### config.mk
export PLATFORM = sky130hd
export DESIGN_NAME = mmr_readback
export DESIGN_NICKNAME = d
export VERILOG_FILES = /design/src/core/mmr_pkg.sv /design/src/core/mmr_sample_hold.sv /design/src/core/mmr_readback.sv
export VERILOG_INCLUDE_DIRS = /design/src /design/src/core
export SDC_FILE = /design/constraint.sdc
export NUM_CORES = 1
export LEC_CHECK = 0
export ABC_AREA = 0
export ABC_CLOCK_PERIOD_IN_PS = 2900
export BUFFER_PORTS_ARGS = -buffer_cell sky130_fd_sc_hd__buf_2
export CORE_AREA = 2 2 141 143
export CTS_BUF_LIST = sky130_fd_sc_hd__clkbuf_8
export DETAILED_ROUTE_END_ITERATION = 7
export DIE_AREA = 0 0 143 145
export SYNTH_ARGS = -nofsm -noshare
export SYNTH_HDL_FRONTEND = slang
export SYNTH_SLANG_ARGS = --single-unit
### constraint.sdc
create_clock -name sys_clk -period 2.9 [get_ports sys_clk]
set_clock_uncertainty 0.15 [all_clocks]
set_input_delay 0.145 -clock sys_clk [delete_from_list [all_inputs] [get_ports sys_clk]]
set_output_delay 0.145 -clock sys_clk [all_outputs]
set_load 0.02 [all_outputs]
### src/core/mmr_params.svh
// Constants for the motor measurement readback bank: indices, fields, codes, resets
`ifndef MMR_PARAMS_SVH
`define MMR_PARAMS_SVH

// Register indices as printed; byte address is four times the index
`define MMR_IDX_THIRD_LEG_CURRENT 14'h0442
`define MMR_IDX_SENSE_AMP_GAIN 14'h0466
`define MMR_IDX_VOLTAGE_RANGE 14'h0476
`define MMR_IDX_SUPPLY_RAIL 14'h0478
`define MMR_IDX_FIRST_LEG_VOLTAGE 14'h047E
`define MMR_IDX_SAMPLE_CONTROL 14'h04F0

// Reset value of every sample holder and of the read data register
`define MMR_RESET_WORD 32'h00000000

// Code fields of the gain and range reports sit in the low half-word
`define MMR_CODE_MSB 15
`define MMR_CODE_LSB 0

// Fixed-point full scale is two to this power
`define MMR_FULL_SCALE_EXP 27

// Sense-amplifier gain codes: 1.2, 0.6, 0.3 and 0.15 V/A
`define MMR_GAIN_MAX_CODE 16'h0003
// Voltage range codes: 60 V, 30 V and 15 V
`define MMR_RANGE_MAX_CODE 16'h0002

// Control state code reported while initial spin detection runs
`define MMR_STATE_SPIN_DETECT 16'h0001

// Sample control register fields
`define MMR_CTRL_FREEZE_BIT 0
`define MMR_CTRL_CAPTURED_BIT 8
`define MMR_CTRL_SPIN_ACTIVE_BIT 9
`define MMR_CTRL_GAIN_OK_BIT 10
`define MMR_CTRL_RANGE_OK_BIT 11
`define MMR_CTRL_COUNT_LSB 16
`define MMR_CTRL_COUNT_MSB 31

`endif

### src/core/mmr_pkg.sv
// Types shared by the motor measurement readback bank
package mmr_pkg;

  typedef logic [15:0] mmr_addr_t;
  typedef logic [31:0] mmr_word_t;

  // APB request from the master
  typedef struct packed {
    logic psel;
    logic penable;
    logic pwrite;
    mmr_addr_t paddr;
    mmr_word_t pwdata;
    logic [3:0] pstrb;
  } mmr_apb_req_t;

  // APB answer to the master
  typedef struct packed {
    logic pready;
    logic pslverr;
    mmr_word_t prdata;
  } mmr_apb_rsp_t;

  // Live measurements from the control core
  typedef struct packed {
    mmr_word_t thirdLegCurrent;
    logic [15:0] senseAmpGainCode;
    logic [15:0] voltageRangeCode;
    mmr_word_t supplyRailLevel;
    mmr_word_t firstLegVoltage;
  } mmr_meas_t;

  // Channel order of the sample-and-hold array
  typedef enum int {
    MMR_CH_CURRENT = 0,
    MMR_CH_GAIN = 1,
    MMR_CH_RANGE = 2,
    MMR_CH_SUPPLY = 3,
    MMR_CH_VOLTAGE = 4
  } mmr_chan_t;

  // Bus slave states, one-hot
  typedef enum logic [1:0] {
    MMR_IDLE = 2'b01,
    MMR_ACCESS = 2'b10
  } mmr_bus_state_t;

endpackage

### src/core/mmr_sample_hold.sv
// One sample-and-hold word of the readback bank
`timescale 1ns/10ps
`include "mmr_params.svh"

module mmr_sample_hold
  import mmr_pkg::*;
#(
  parameter int WIDTH = 32
)
(
  input wire logic sys_clk,
  input wire logic rst,
  input wire logic load,
  input wire logic [WIDTH-1:0] dataIn,
  output logic [WIDTH-1:0] dataOut
);

  logic [WIDTH-1:0] hold_reg;

  // Holds the last loaded sample; clears to zero on reset
  always_ff @(posedge sys_clk)
  begin
    if (rst)
    begin
      hold_reg <= WIDTH'(`MMR_RESET_WORD);
    end
    else if (load)
    begin
      hold_reg <= dataIn;
    end
  end

  assign dataOut = hold_reg;

endmodule

### src/core/mmr_readback.sv
// Motor measurement readback bank behind an APB slave
//
// The APB register port was chosen for this implementation.
`timescale 1ns/10ps
`include "mmr_params.svh"

module mmr_readback
  import mmr_pkg::*;
#(
  parameter int CHANNELS = 5
)
(
  input wire logic sys_clk,
  input wire logic rst,
  input wire mmr_apb_req_t apbReq,
  output mmr_apb_rsp_t apbRsp,
  input wire mmr_meas_t meas,
  input wire logic measStrobe,
  input wire logic [15:0] spinDetectState
)
;

  // Bus state, answer and control registers
  mmr_bus_state_t state_reg;
  mmr_bus_state_t state_next;
  mmr_word_t prdata_reg;
  mmr_word_t prdata_next;
  logic pslverr_reg;
  logic pslverr_next;
  logic freeze_reg;
  logic captured_reg;
  logic [15:0] count_reg;

  // Decode nets and the per-channel datapath
  logic [13:0] regIndex;
  logic wordAligned;
  logic setupPhase;
  logic accessDone;
  logic ctrlWrite;
  logic spinActive;
  logic gainOk;
  logic rangeOk;
  logic sampleTake;
  logic [CHANNELS-1:0] chanLoad;
  mmr_word_t chanIn [CHANNELS];
  mmr_word_t chanOut [CHANNELS];
  mmr_word_t ctrlWord;

  // Address split: word index above, byte offset below
  assign regIndex = apbReq.paddr[15:2];
  assign wordAligned = (apbReq.paddr[1:0] == 2'h0);
  assign setupPhase = apbReq.psel && !apbReq.penable;
  assign accessDone = (state_reg == MMR_ACCESS) && apbReq.psel && apbReq.penable;

  // Only the sample control word accepts writes; all others drop them
  assign ctrlWrite = accessDone && apbReq.pwrite && wordAligned &&
                     (regIndex == `MMR_IDX_SAMPLE_CONTROL) && apbReq.pstrb[0];

  // Spin detection window from the control state code
  // Only the exact code counts; every other state leaves the capture alone
  assign spinActive = (spinDetectState == `MMR_STATE_SPIN_DETECT);

  // Code sanity as seen on the live inputs
  // Out-of-range codes are still held as given; the flags only report them
  assign gainOk = (meas.senseAmpGainCode <= `MMR_GAIN_MAX_CODE);
  assign rangeOk = (meas.voltageRangeCode <= `MMR_RANGE_MAX_CODE);

  // Freeze lets software read a coherent set while the core keeps running
  // A strobe held high samples on every cycle that it stands
  assign sampleTake = measStrobe && !freeze_reg;

  // Channel inputs; code channels carry zeros in the upper half-word
  // The upper halves are reserved, so read decode forces them to zero again
  always_comb
  begin
    chanIn[MMR_CH_CURRENT] = meas.thirdLegCurrent;
    chanIn[MMR_CH_GAIN] = {16'h0000, meas.senseAmpGainCode};
    chanIn[MMR_CH_RANGE] = {16'h0000, meas.voltageRangeCode};
    chanIn[MMR_CH_SUPPLY] = meas.supplyRailLevel;
    chanIn[MMR_CH_VOLTAGE] = meas.firstLegVoltage;
  end

  // Load strobes; the first-leg voltage only moves during spin detection
  // Outside spin detection the last captured voltage stays readable
  always_comb
  begin
    chanLoad = {CHANNELS{sampleTake}};
    chanLoad[MMR_CH_VOLTAGE] = sampleTake && spinActive;
  end

  // One holder per reported value, all cleared to zero by reset
  // Flip-flops per channel cost area but keep reads stable between strobes
  generate
    for (genvar ch = 0; ch < CHANNELS; ch++)
    begin : g_hold
      mmr_sample_hold #(
        .WIDTH(32)
      ) mmr_sample_hold_i (
        .sys_clk(sys_clk),
        .rst(rst),
        .load(chanLoad[ch]),
        .dataIn(chanIn[ch]),
        .dataOut(chanOut[ch])
      );
    end
  endgenerate

  // Freeze bit, written only through the sample control word
  // Freeze gates loads only; bus reads carry on as usual
  always_ff @(posedge sys_clk)
  begin
    if (rst)
    begin
      freeze_reg <= 1'b0;
    end
    else if (ctrlWrite)
    begin
      freeze_reg <= apbReq.pwdata[`MMR_CTRL_FREEZE_BIT];
    end
  end

  // Capture flag: a new capture in the clearing cycle wins over the clear
  // Software clears it by writing 1 to bit 8, so a late clear cannot lose a capture
  always_ff @(posedge sys_clk)
  begin
    if (rst)
    begin
      captured_reg <= 1'b0;
    end
    else if (chanLoad[MMR_CH_VOLTAGE])
    begin
      captured_reg <= 1'b1;
    end
    else if (ctrlWrite && apbReq.pwdata[`MMR_CTRL_CAPTURED_BIT])
    begin
      captured_reg <= 1'b0;
    end
  end

  // Count of accepted samples; wraps, so software compares two reads
  // Frozen strobes are not accepted and leave the count alone
  always_ff @(posedge sys_clk)
  begin
    if (rst)
    begin
      count_reg <= 16'h0000;
    end
    else if (sampleTake)
    begin
      count_reg <= count_reg + 16'h0001;
    end
  end

  // Status and control word as software reads it
  // The ok flags follow the live codes, so a bad code shows before it is held
  always_comb
  begin
    ctrlWord = `MMR_RESET_WORD;
    ctrlWord[`MMR_CTRL_FREEZE_BIT] = freeze_reg;
    ctrlWord[`MMR_CTRL_CAPTURED_BIT] = captured_reg;
    ctrlWord[`MMR_CTRL_SPIN_ACTIVE_BIT] = spinActive;
    ctrlWord[`MMR_CTRL_GAIN_OK_BIT] = gainOk;
    ctrlWord[`MMR_CTRL_RANGE_OK_BIT] = rangeOk;
    ctrlWord[`MMR_CTRL_COUNT_MSB:`MMR_CTRL_COUNT_LSB] = count_reg;
  end

  // Read decode, taken in the setup phase so the data leaves a flip-flop
  // Writes decode too, so a write to an unmapped word is still refused
  always_comb
  begin
    prdata_next = `MMR_RESET_WORD;
    pslverr_next = 1'b0;
    if (!wordAligned)
    begin
      pslverr_next = 1'b1;
    end
    else
    begin
      case (regIndex)
        `MMR_IDX_THIRD_LEG_CURRENT:
        begin
          prdata_next = chanOut[MMR_CH_CURRENT];
        end
        `MMR_IDX_SENSE_AMP_GAIN:
        begin
          prdata_next = {16'h0000, chanOut[MMR_CH_GAIN][`MMR_CODE_MSB:`MMR_CODE_LSB]};
        end
        `MMR_IDX_VOLTAGE_RANGE:
        begin
          prdata_next = {16'h0000, chanOut[MMR_CH_RANGE][`MMR_CODE_MSB:`MMR_CODE_LSB]};
        end
        `MMR_IDX_SUPPLY_RAIL:
        begin
          prdata_next = chanOut[MMR_CH_SUPPLY];
        end
        `MMR_IDX_FIRST_LEG_VOLTAGE:
        begin
          prdata_next = chanOut[MMR_CH_VOLTAGE];
        end
        `MMR_IDX_SAMPLE_CONTROL:
        begin
          prdata_next = ctrlWord;
        end
        default:
        begin
          pslverr_next = 1'b1;
        end
      endcase
    end
    // Writes to readback words end cleanly with no error
    if (apbReq.pwrite)
    begin
      prdata_next = `MMR_RESET_WORD;
    end
  end

  // Bus state: every setup is answered in the following access cycle
  // No wait state is ever inserted, so the master never stalls here
  always_comb
  begin
    state_next = state_reg;
    case (state_reg)
      MMR_IDLE:
      begin
        if (setupPhase)
        begin
          state_next = MMR_ACCESS;
        end
      end
      MMR_ACCESS:
      begin
        if (accessDone)
        begin
          state_next = MMR_IDLE;
        end
        else if (!apbReq.psel)
        begin
          // Master abandoned the transfer; wait for a fresh setup
          state_next = MMR_IDLE;
        end
      end
      default:
      begin
        state_next = MMR_IDLE;
      end
    endcase
  end

  // Bus state register
  always_ff @(posedge sys_clk)
  begin
    if (rst)
    begin
      state_reg <= MMR_IDLE;
    end
    else
    begin
      state_reg <= state_next;
    end
  end

  // Read data register, loaded only in the setup phase and held through access
  always_ff @(posedge sys_clk)
  begin
    if (rst)
    begin
      prdata_reg <= `MMR_RESET_WORD;
    end
    else if (state_reg == MMR_IDLE && setupPhase)
    begin
      prdata_reg <= prdata_next;
    end
  end

  // Error flag register, loaded with the data so both describe one address
  always_ff @(posedge sys_clk)
  begin
    if (rst)
    begin
      pslverr_reg <= 1'b0;
    end
    else if (state_reg == MMR_IDLE && setupPhase)
    begin
      pslverr_reg <= pslverr_next;
    end
  end

  // Ready is combinational so the access lasts exactly one cycle
  // Error only shows with ready, so an idle bus never flags a fault
  always_comb
  begin
    apbRsp.pready = accessDone;
    apbRsp.pslverr = accessDone && pslverr_reg;
    apbRsp.prdata = prdata_reg;
  end

endmodule

* Word-level counts from Yosys, hierarchy flattened
Cells that the tools add are included.
** Operators by class
- Magnitude comparators :: 2
- Multiplexer cells :: 11
- Reduce and logical (&&, ||, !) cells :: 18
- Equality and inequality tests :: 11
- $add $sub $neg :: 1
** Operators by type and width (count)
- 32-bit one-hot mux with 6 select lines :: 1
- 14-bit by 11-bit == test with 1-bit output (second input constant) :: 6
- 32-bit two-way mux :: 2
- 16-bit by 2-bit less-or-equal comparator with 1-bit output (second input constant) :: 2
- 16-bit by 1-bit adder with 16-bit output (second input constant) :: 1
- 16-bit by 1-bit == test with 1-bit output (second input constant) :: 1
- 1-bit logical AND :: 12
- 2-bit two-way mux :: 3
- 6-bit OR reduction :: 1
- 1-bit two-way mux :: 4
- 2-bit one-hot mux with 2 select lines :: 1
- 3-bit != test (second input constant) :: 1
- 2-bit by 1-bit == test with 1-bit output (second input constant) :: 1
- 2-bit == test (second input constant) :: 1
- 1-bit logical NOT :: 2
- 2-bit logical NOT :: 1
- 2-bit != test (second input constant) :: 1
- 2-bit AND reduction :: 1
- 2-bit nonzero test :: 1
** Storage, ports and cells
- Output and inout port bits :: 34
- Input bits :: 202
- Word-level logic and storage cells :: 54
- Flip-flop bits (word level) :: 181

* Longest topological paths before layout
Gate-level depths: netlist of the first run.
- Depth after elaboration :: 10
- Mapped depth :: 8
- Gate-level depth less buffers :: 6

* Hierarchy
Synthesis of the first run repeated with hierarchy kept, for this count alone.
** Second synthesis, totals
- Cell total of the unflattened synthesis :: 873
- Area total of the unflattened synthesis :: 8928.6 um^2
** Modules (own cells, without submodules)
- mmr_sample_hold :: sequential area each 640.6 um^2, times used 5, cells each 103, area an instance 1163.6 um^2
- mmr_readback :: sequential area each 1061.0 um^2, times used 1, cells each 358, area an instance 3110.5 um^2

* Worst setup path before layout of the first run
Ideal clock, no wire load.
- Path type :: flip-flop to flip-flop
- Start :: register state_reg[1]
- End :: register prdata_reg[21]
- Clock period less this slack :: 2133 ps
- Library setup time :: 60 ps
- Buffers on the path :: 2
- Data required time :: 2690 ps
- Stages on the path, launching flop included :: 7
- Path slack :: 767 ps
- Arrival time :: 1924 ps
- Path through :: dfxtp_1 nand4bb_1 clkbuf_1 or4b_2 a311oi_1 clkbuf_1 a22o_1
** On the way
- Longest elaborated chain between the ends :: 2
** Ends and longest elaborated chain
- start, declared :: line mmr_readback.sv:24 : mmr_bus_state_t state_reg;
- start signal, assigned :: line mmr_readback.sv:258 : state_reg <= state_next;
- 2-bit by 1-bit == test with 1-bit output :: line mmr_readback.sv:269 : else if (state_reg == MMR_IDLE && setupPhase)
- 1-bit logical AND :: line mmr_readback.sv:269
- end signal, assigned :: line mmr_readback.sv:267 : prdata_reg <= `MMR_RESET_WORD;
- end signal, assigned :: line mmr_readback.sv:271 : prdata_reg <= prdata_next;
- end, declared :: line mmr_readback.sv:26 : mmr_word_t prdata_reg;
Every way passes these cells.
A chain may end at the register's enable or synchronous reset.

* Worst setup path in the final report of the first run
- Start :: register state_reg[1]
- End :: register prdata_reg[0]
Same word-level chain as after synthesis.

==> impl_metrics.tcl, run 1 <==
set metrics [dict create \
    setup_tns_ns 0 \
    clock-sinks 181 \
    clock_path_buffers 2 \
    vias 7801 \
    start_util_pct 39.40 \
    status "finished, final reports clean" \
    dp_hpwl_um 16360 \
    finalSetupViolCount 0 \
    pre_cts_ws_ns 0.4472 \
    crit_type "reg2reg" \
    grt_pass1_wl_um 39320 \
    die_w_um 143 \
    drt_pre_antenna_iters 5 \
    crit_family "simple AND/OR/NAND/NOR gates" \
    synth_fp_nets 1121 \
    ant_nets 0 \
    rows 51 \
    rsz0062_at_grt "no" \
    fillers 1740 \
    finalCriticalPeriod_ns 2.217 \
    worstSkewPairLatency_ns 0.47 \
    drive_gt1_share_pct 22.88 \
    dp.cells 1335 \
    final_nets 1427 \
    wl_um 25640 \
    cts_setup_buffers 0 \
    synth-seq-cells 181 \
    ys_types 49 \
    final_hold_viol_count 0 \
    p_total_mw 4.901 \
    drtIter0Drc 537 \
    gp_congestion 0.7826 \
    required_ns 3.14 \
    intPower_mw 3.598 \
    gr-total-overflow 0 \
    grt_antenna_before_repair 1 \
    ys_seq_area_share_pct 47.88 \
    synth_ff_type "dfxtp_1" \
    final_cell_mix "nand2_1, buf_2, dfxtp_1" \
    grtUsageMet2_pct 40.91 \
    use_met3_pct 4.686 \
    mostFrequentLayoutCell "nand2_1" \
    cts_root_buf "clkbuf_8" \
    crit_path_start_kind "register" \
    final_max_slew_viol_count 0 \
    critPathBufInv 1 \
    max_freq_mhz 451.2 \
    cp_max_fo 20 \
    cap_violations 0 \
    cellLeakagePower_nw 4.214 \
    multiInputGateArea_um2 3685 \
    max_stage_delay_ns 0.67 \
    cp_cell_sequence "nand4bb_1 > or4b_2 > a311oi_4 > buf_4 > a21oi_1 > a31oi_1" \
    gr-usage-all-layers_pct 24.33 \
    yosysWarnings 0 \
    core_um2 19210 \
    routed_via_density 5.190 \
    ir_drop_uv 272.2 \
    drc 0 \
    end_kind "register" \
    combPwrFrac_pct 11.0 \
    setup_ws_ns 0.6835 \
    worst_pin_slew_ns 0.9344 \
    register_area_um2 3623 \
    tritoncts "yes" \
    fin_crit_sh_pct 76.43 \
    critPathSlowestCell "or4b_2" \
    hold_ws_ns 0.02710 \
    netlist_area_um2 7567 \
    synth_async_sr_flop_share_pct 0 \
    cts-buffers-inserted 17 \
    pwr-share-clk_pct 35.8 \
    synth-edff-count 0 \
    avgSynthCellArea_um2 8.243 \
    grtUsageMet1_pct 31.60 \
    io_buffers 202 \
    die_area_um2 20740 \
    netlist_instances 918 \
    largest_register_ffs 128 \
    clk_pin_slew_ns 0.11 \
    arrival_ns 2.45 \
    p_per_area_nw_per_um2 461.1 \
    relSlewSlack_pct 37.71 \
    p_seq_share_pct 53.2 \
    swShare_pct 26.58 \
    cts_htree_levels 4 \
    ios 236 \
    busiest_layer "met2" \
    routedWlPerCell_um 17.06 \
    hp-class "in2reg" \
    stdcell_count 1503 \
    grt_max_degree 161 \
    switchingPower_mw 1.303 \
    grt_pass1_vias 7526 \
    syn_to_final_growth_pct 40.44 \
    die_h_um 145 \
]
-- area by class of cell --
type,count,area share [%]
well taps,265,3.120
diodes,1,0.02355
flip-flops and latches,181,34.09
multi-input cells,663,34.67
inverters,2,0.07064
clock buffers,19,2.461
clock inverters,13,1.283
repair buffers,359,24.28
-- final timing paths --
kind                                                               from                                 endpoint  slack [ns]  cells after the start
worst max-delay path                                       state_reg[1]                            prdata_reg[0]        0.68                      6
worst min-delay path                                         measStrobe                             count_reg[2]        0.03                      4
worst max register to register                             state_reg[1]                            prdata_reg[0]        0.68                      6
worst min register to register  g_hold[0].mmr_sample_hold_i.dataOut[28]  g_hold[0].mmr_sample_hold_i.dataOut[28]        0.31                      2
-- power groups by stage --
stage	Clock (mW)	Sequential [mW]	Combinational, mW
after floorplan	0	2.65	0.192
after global placement	0	2.66	0.390
after detailed placement	0	2.66	0.393
after CTS	1.77	2.60	0.532
after global routing	1.88	2.62	0.588
final	1.75	2.61	0.541
-- repair_timing --
item,CTS,global route
gates resized for setup,0,0
hold buffers,135,0
hold endpoints to repair,133,0
-- layer usage --
| layer | wire length, um | vias to the layer above |
|---|---|---|
| li1 | - | 3835 |
| met1 | 11190 | 3697 |
| met2 | 12580 | 233 |
| met3 | 1389 | 36 |
| met4 | 483 | 0 |
| met5 | 0 | - |
-- metrics by stage --
stage	util, %	cell area, um2
floorplan	-	7567
global placement	46.21	8876
detailed placement	46.21	8876
CTS	55.32	10630
global route	55.33	10630
finish	55.33	10630
-- tightest hold or removal path: stages --
cell and delay (ns):
buf_2 0.14, nand3b_1 0.17, xor2_1 0.09, nor2_1 0.07
-- cells in the mapped netlist, types with 4 or more instances --
| master | count | area [um2] |
|---|---|---|
| a21oi_1 | 143 | 715.7 |
| clkbuf_1 | 61 | 229.0 |
| buf_2 | 4 | 20.02 |
| nor4_1 | 12 | 75.07 |
| xor2_1 | 10 | 87.58 |
| a22o_1 | 19 | 166.4 |
| nand2_1 | 286 | 1074 |
| a22oi_1 | 27 | 202.7 |
| and3_1 | 5 | 31.28 |
| nor2_1 | 21 | 78.83 |
| a32o_1 | 16 | 160.2 |
| dfxtp_1 | 181 | 3623 |
| nor3_1 | 6 | 30.03 |
| nand4_1 | 7 | 43.79 |
| o21ai_0 | 11 | 55.05 |
| xnor2_1 | 6 | 52.55 |
| nand3b_1 | 5 | 37.54 |
| and2_1 | 5 | 31.28 |
| mux2_2 | 4 | 45.04 |
| nor2b_1 | 4 | 25.02 |
| a221oi_2 | 10 | 150.1 |
| a221o_1 | 16 | 160.2 |
| nand3_1 | 14 | 70.07 |
-- cell families (layout without fill, tap and decap cells) --
family	after synthesis	in the layout	synth area share [%]
muxes	4	4	0.5952
and+or+nand+nor	390	390	22.95
other	0	1	0
buffers and inverters	74	393	4.084
adders and majority gates	1	1	0.1653
xor gates and xnor gates	16	16	1.852
DFF	181	181	47.88
AOI/OAI and AO/OA	252	252	22.47
(Power assumes the default switching activity.)
==> run 2: changes to the inputs <==
--- a/config.mk
+++ b/config.mk
@@ -7,12 +7,13 @@
 export NUM_CORES = 1
 export LEC_CHECK = 0
 export ABC_AREA = 0
-export ABC_CLOCK_PERIOD_IN_PS = 2900
+export ABC_CLOCK_PERIOD_IN_PS = 1970
 export BUFFER_PORTS_ARGS = -buffer_cell sky130_fd_sc_hd__buf_2
 export CORE_AREA = 2 2 141 143
 export CTS_BUF_LIST = sky130_fd_sc_hd__clkbuf_8
 export DETAILED_ROUTE_END_ITERATION = 7
 export DIE_AREA = 0 0 143 145
+export PLACE_DENSITY = 0.67
 export SYNTH_ARGS = -nofsm -noshare
 export SYNTH_HDL_FRONTEND = slang
 export SYNTH_SLANG_ARGS = --single-unit
==> constraint.sdc (replaced) <==
create_clock -name sys_clk -period 1.97 [get_ports sys_clk]
set_clock_uncertainty 0.15 [all_clocks]
set_input_delay 0.0985 -clock sys_clk [delete_from_list [all_inputs] [get_ports sys_clk]]
set_output_delay 0.0985 -clock sys_clk [all_outputs]
set_load 0.02 [all_outputs]
==> run 2 against run 1 <==
The run now ends with setup timing left. First-iteration DRC count fell by 21%. Worst setup slack worse by 0.70 ns. Flip-flop and latch count unchanged. Cell area is 3.8% higher. Sequential power is 48% higher. Via count increased by 4.6%. Critical endpoint is now prdata_reg[27]. Largest cell class unchanged.
==> impl_metrics.tcl, run 2 (same netlist as run 1, synthesis figures left out) <==
set metrics [dict create \
    dp.cells 1359 \
    grt_pass1_wl_um 41480 \
    io_buffers 202 \
    hp-class "in2reg" \
    grt_max_degree 161 \
    grt_pass1_vias 8092 \
    ant_nets 0 \
    mostFrequentLayoutCell "nand2_1" \
    die_h_um 145 \
    drt_pre_antenna_iters 5 \
    final_max_slew_viol_count 0 \
    gp_congestion 0.8880 \
    syn_to_final_growth_pct 45.73 \
    r2r-start "state_reg[1]" \
    holdPathStages 6 \
    core_um2 19210 \
    cellLeakagePower_nw 4.408 \
    hold_end "prdata_reg[0]" \
    cap_violations 0 \
    worstSkewPairLatency_ns 0.48 \
    status "complete, but fails checks" \
    max_freq_mhz 502.8 \
    drive_gt1_share_pct 24.72 \
    final_cell_mix "nand2_1, buf_2, dfxtp_1" \
    placed_area_um2 9123 \
    largest_register_ffs 128 \
    gr-total-overflow 0 \
    crit_path_start_kind "register" \
    postLayoutCoreUtil_pct 57.42 \
    cts_htree_levels 4 \
    r2r_end "prdata_reg[27]" \
    final_hold_viol_count 0 \
    setup_ws_ns -0.01873 \
    rows 51 \
    die_w_um 143 \
    die_area_um2 20740 \
    clock-sinks 181 \
    worst_pin_slew_ns 0.7144 \
    grt_antenna_before_repair 3 \
    ir_drop_uv 555.3 \
    fin_crit_sh_pct 101.0 \
    fin_area_um2 11030 \
    ios 236 \
    hold_path.startpoint "apbReq[50]" \
    vias 8157 \
    cts-buffers-inserted 17 \
    wl_um 26400 \
    routedWlPerCell_um 17.21 \
    r2r_slack_ns -0.02 \
    drc 0 \
    drtIter0Drc 423 \
    final_nets 1456 \
    clock_path_buffers 2 \
    required_ns 2.24 \
    relSlewSlack_pct 52.38 \
    rsz0062_at_grt "yes" \
    dp_hpwl_um 17520 \
    p_total_mw 7.542 \
    cp_max_fo 7 \
    finalSetupViolCount 12 \
    routed_via_density 5.317 \
    p_per_area_nw_per_um2 683.9 \
    end_kind "register" \
    arrival_ns 2.26 \
    r2r.worst_path.cells 5 \
    clk_pin_slew_ns 0.10 \
    finalCriticalPeriod_ns 1.989 \
    cts_root_buf "clkbuf_8" \
    crit_type "reg2reg" \
    gr-usage-all-layers_pct 25.63 \
    tritoncts "yes" \
    start_util_pct 39.40 \
    stdcell_count 1534 \
    violations "setup timing" \
]
run 2: report_power, final:
| part | total [mW] | internal [mW] | switching, mW |
|---|---|---|---|
| Sequential | 3.85 | 3.77 | 0.0802 |
| Combinational | 0.831 | 0.439 | 0.392 |
| Clock | 2.86 | 1.47 | 1.39 |
| Total | 7.54 | 5.68 | 1.86 |
run 2: per-layer routing:
metal | global-route usage, % | up-vias | part of all wire, % | wire (um)
met2 | 41.53 | 371 | 47 | 12430
met4 | 13.17 | 0 | 5.1 | 1342
li1 | - | 3903 | - | -
met1 | 32.07 | 3807 | 41 | 10780
met3 | 5.149 | 76 | 7.0 | 1847
met5 | 0 | - | 0 | 0
run 2: layout make-up:
cell class	count	area (um2)
Fill cell	1713	8179
Multi-Input combinational cell	663	3724
Sequential cell	181	3626
Timing Repair Buffer	388	2878
Tap cell	265	331.6
Clock buffer	19	261.5
Clock inverter	13	192.7
Inverter	2	7.507
Antenna cell	3	7.507
run 2: through the flow:
| step | worst slack, ns | setup TNS (ns) | hold slack, ns |
|---|---|---|---|
| finish | -0.01873 | -0.08361 | 0.1042 |
| global route | -0.06036 | -0.6387 | 0.1180 |
| CTS | -0.01818 | -0.08273 | 0.06601 |
| detailed placement | -0.1727 | -4.471 | 0.1950 |
| global placement | -0.1410 | -3.644 | 0.1919 |
| floorplan | -0.09825 | -1.005 | 0.08446 |
run 2: worst max path at each step:
stage | start | endpoint | slack, ns
final | state_reg[1] | prdata_reg[27] | -0.02
after global routing | state_reg[1] | prdata_reg[16] | -0.06
after CTS | state_reg[1] | prdata_reg[27] | -0.02
after detailed placement | apbReq[38] | prdata_reg[0] | -0.17
after global placement | apbReq[40] | prdata_reg[23] | -0.14
after floorplan | apbReq[38] | prdata_reg[12] | -0.1
run 2: timing repair:
action                                  in CTS  in global routing
gates cloned                                 0                  0
endpoints found under the hold margin      146                  0
pin swaps                                    4                  6
hold buffers                               139                  0
gates resized for setup                      4                  5
buffers inserted                             0                  1
endpoints found under the setup margin      21                 34
run 2: worst max-delay path, stage by stage, from the launching register on:
cell and delay, ns:
dfxtp_2 0.34, nand4bb_4 0.19, or4b_4 0.57, a311oi_4 0.34, buf_6 0.20, a22o_1 0.15
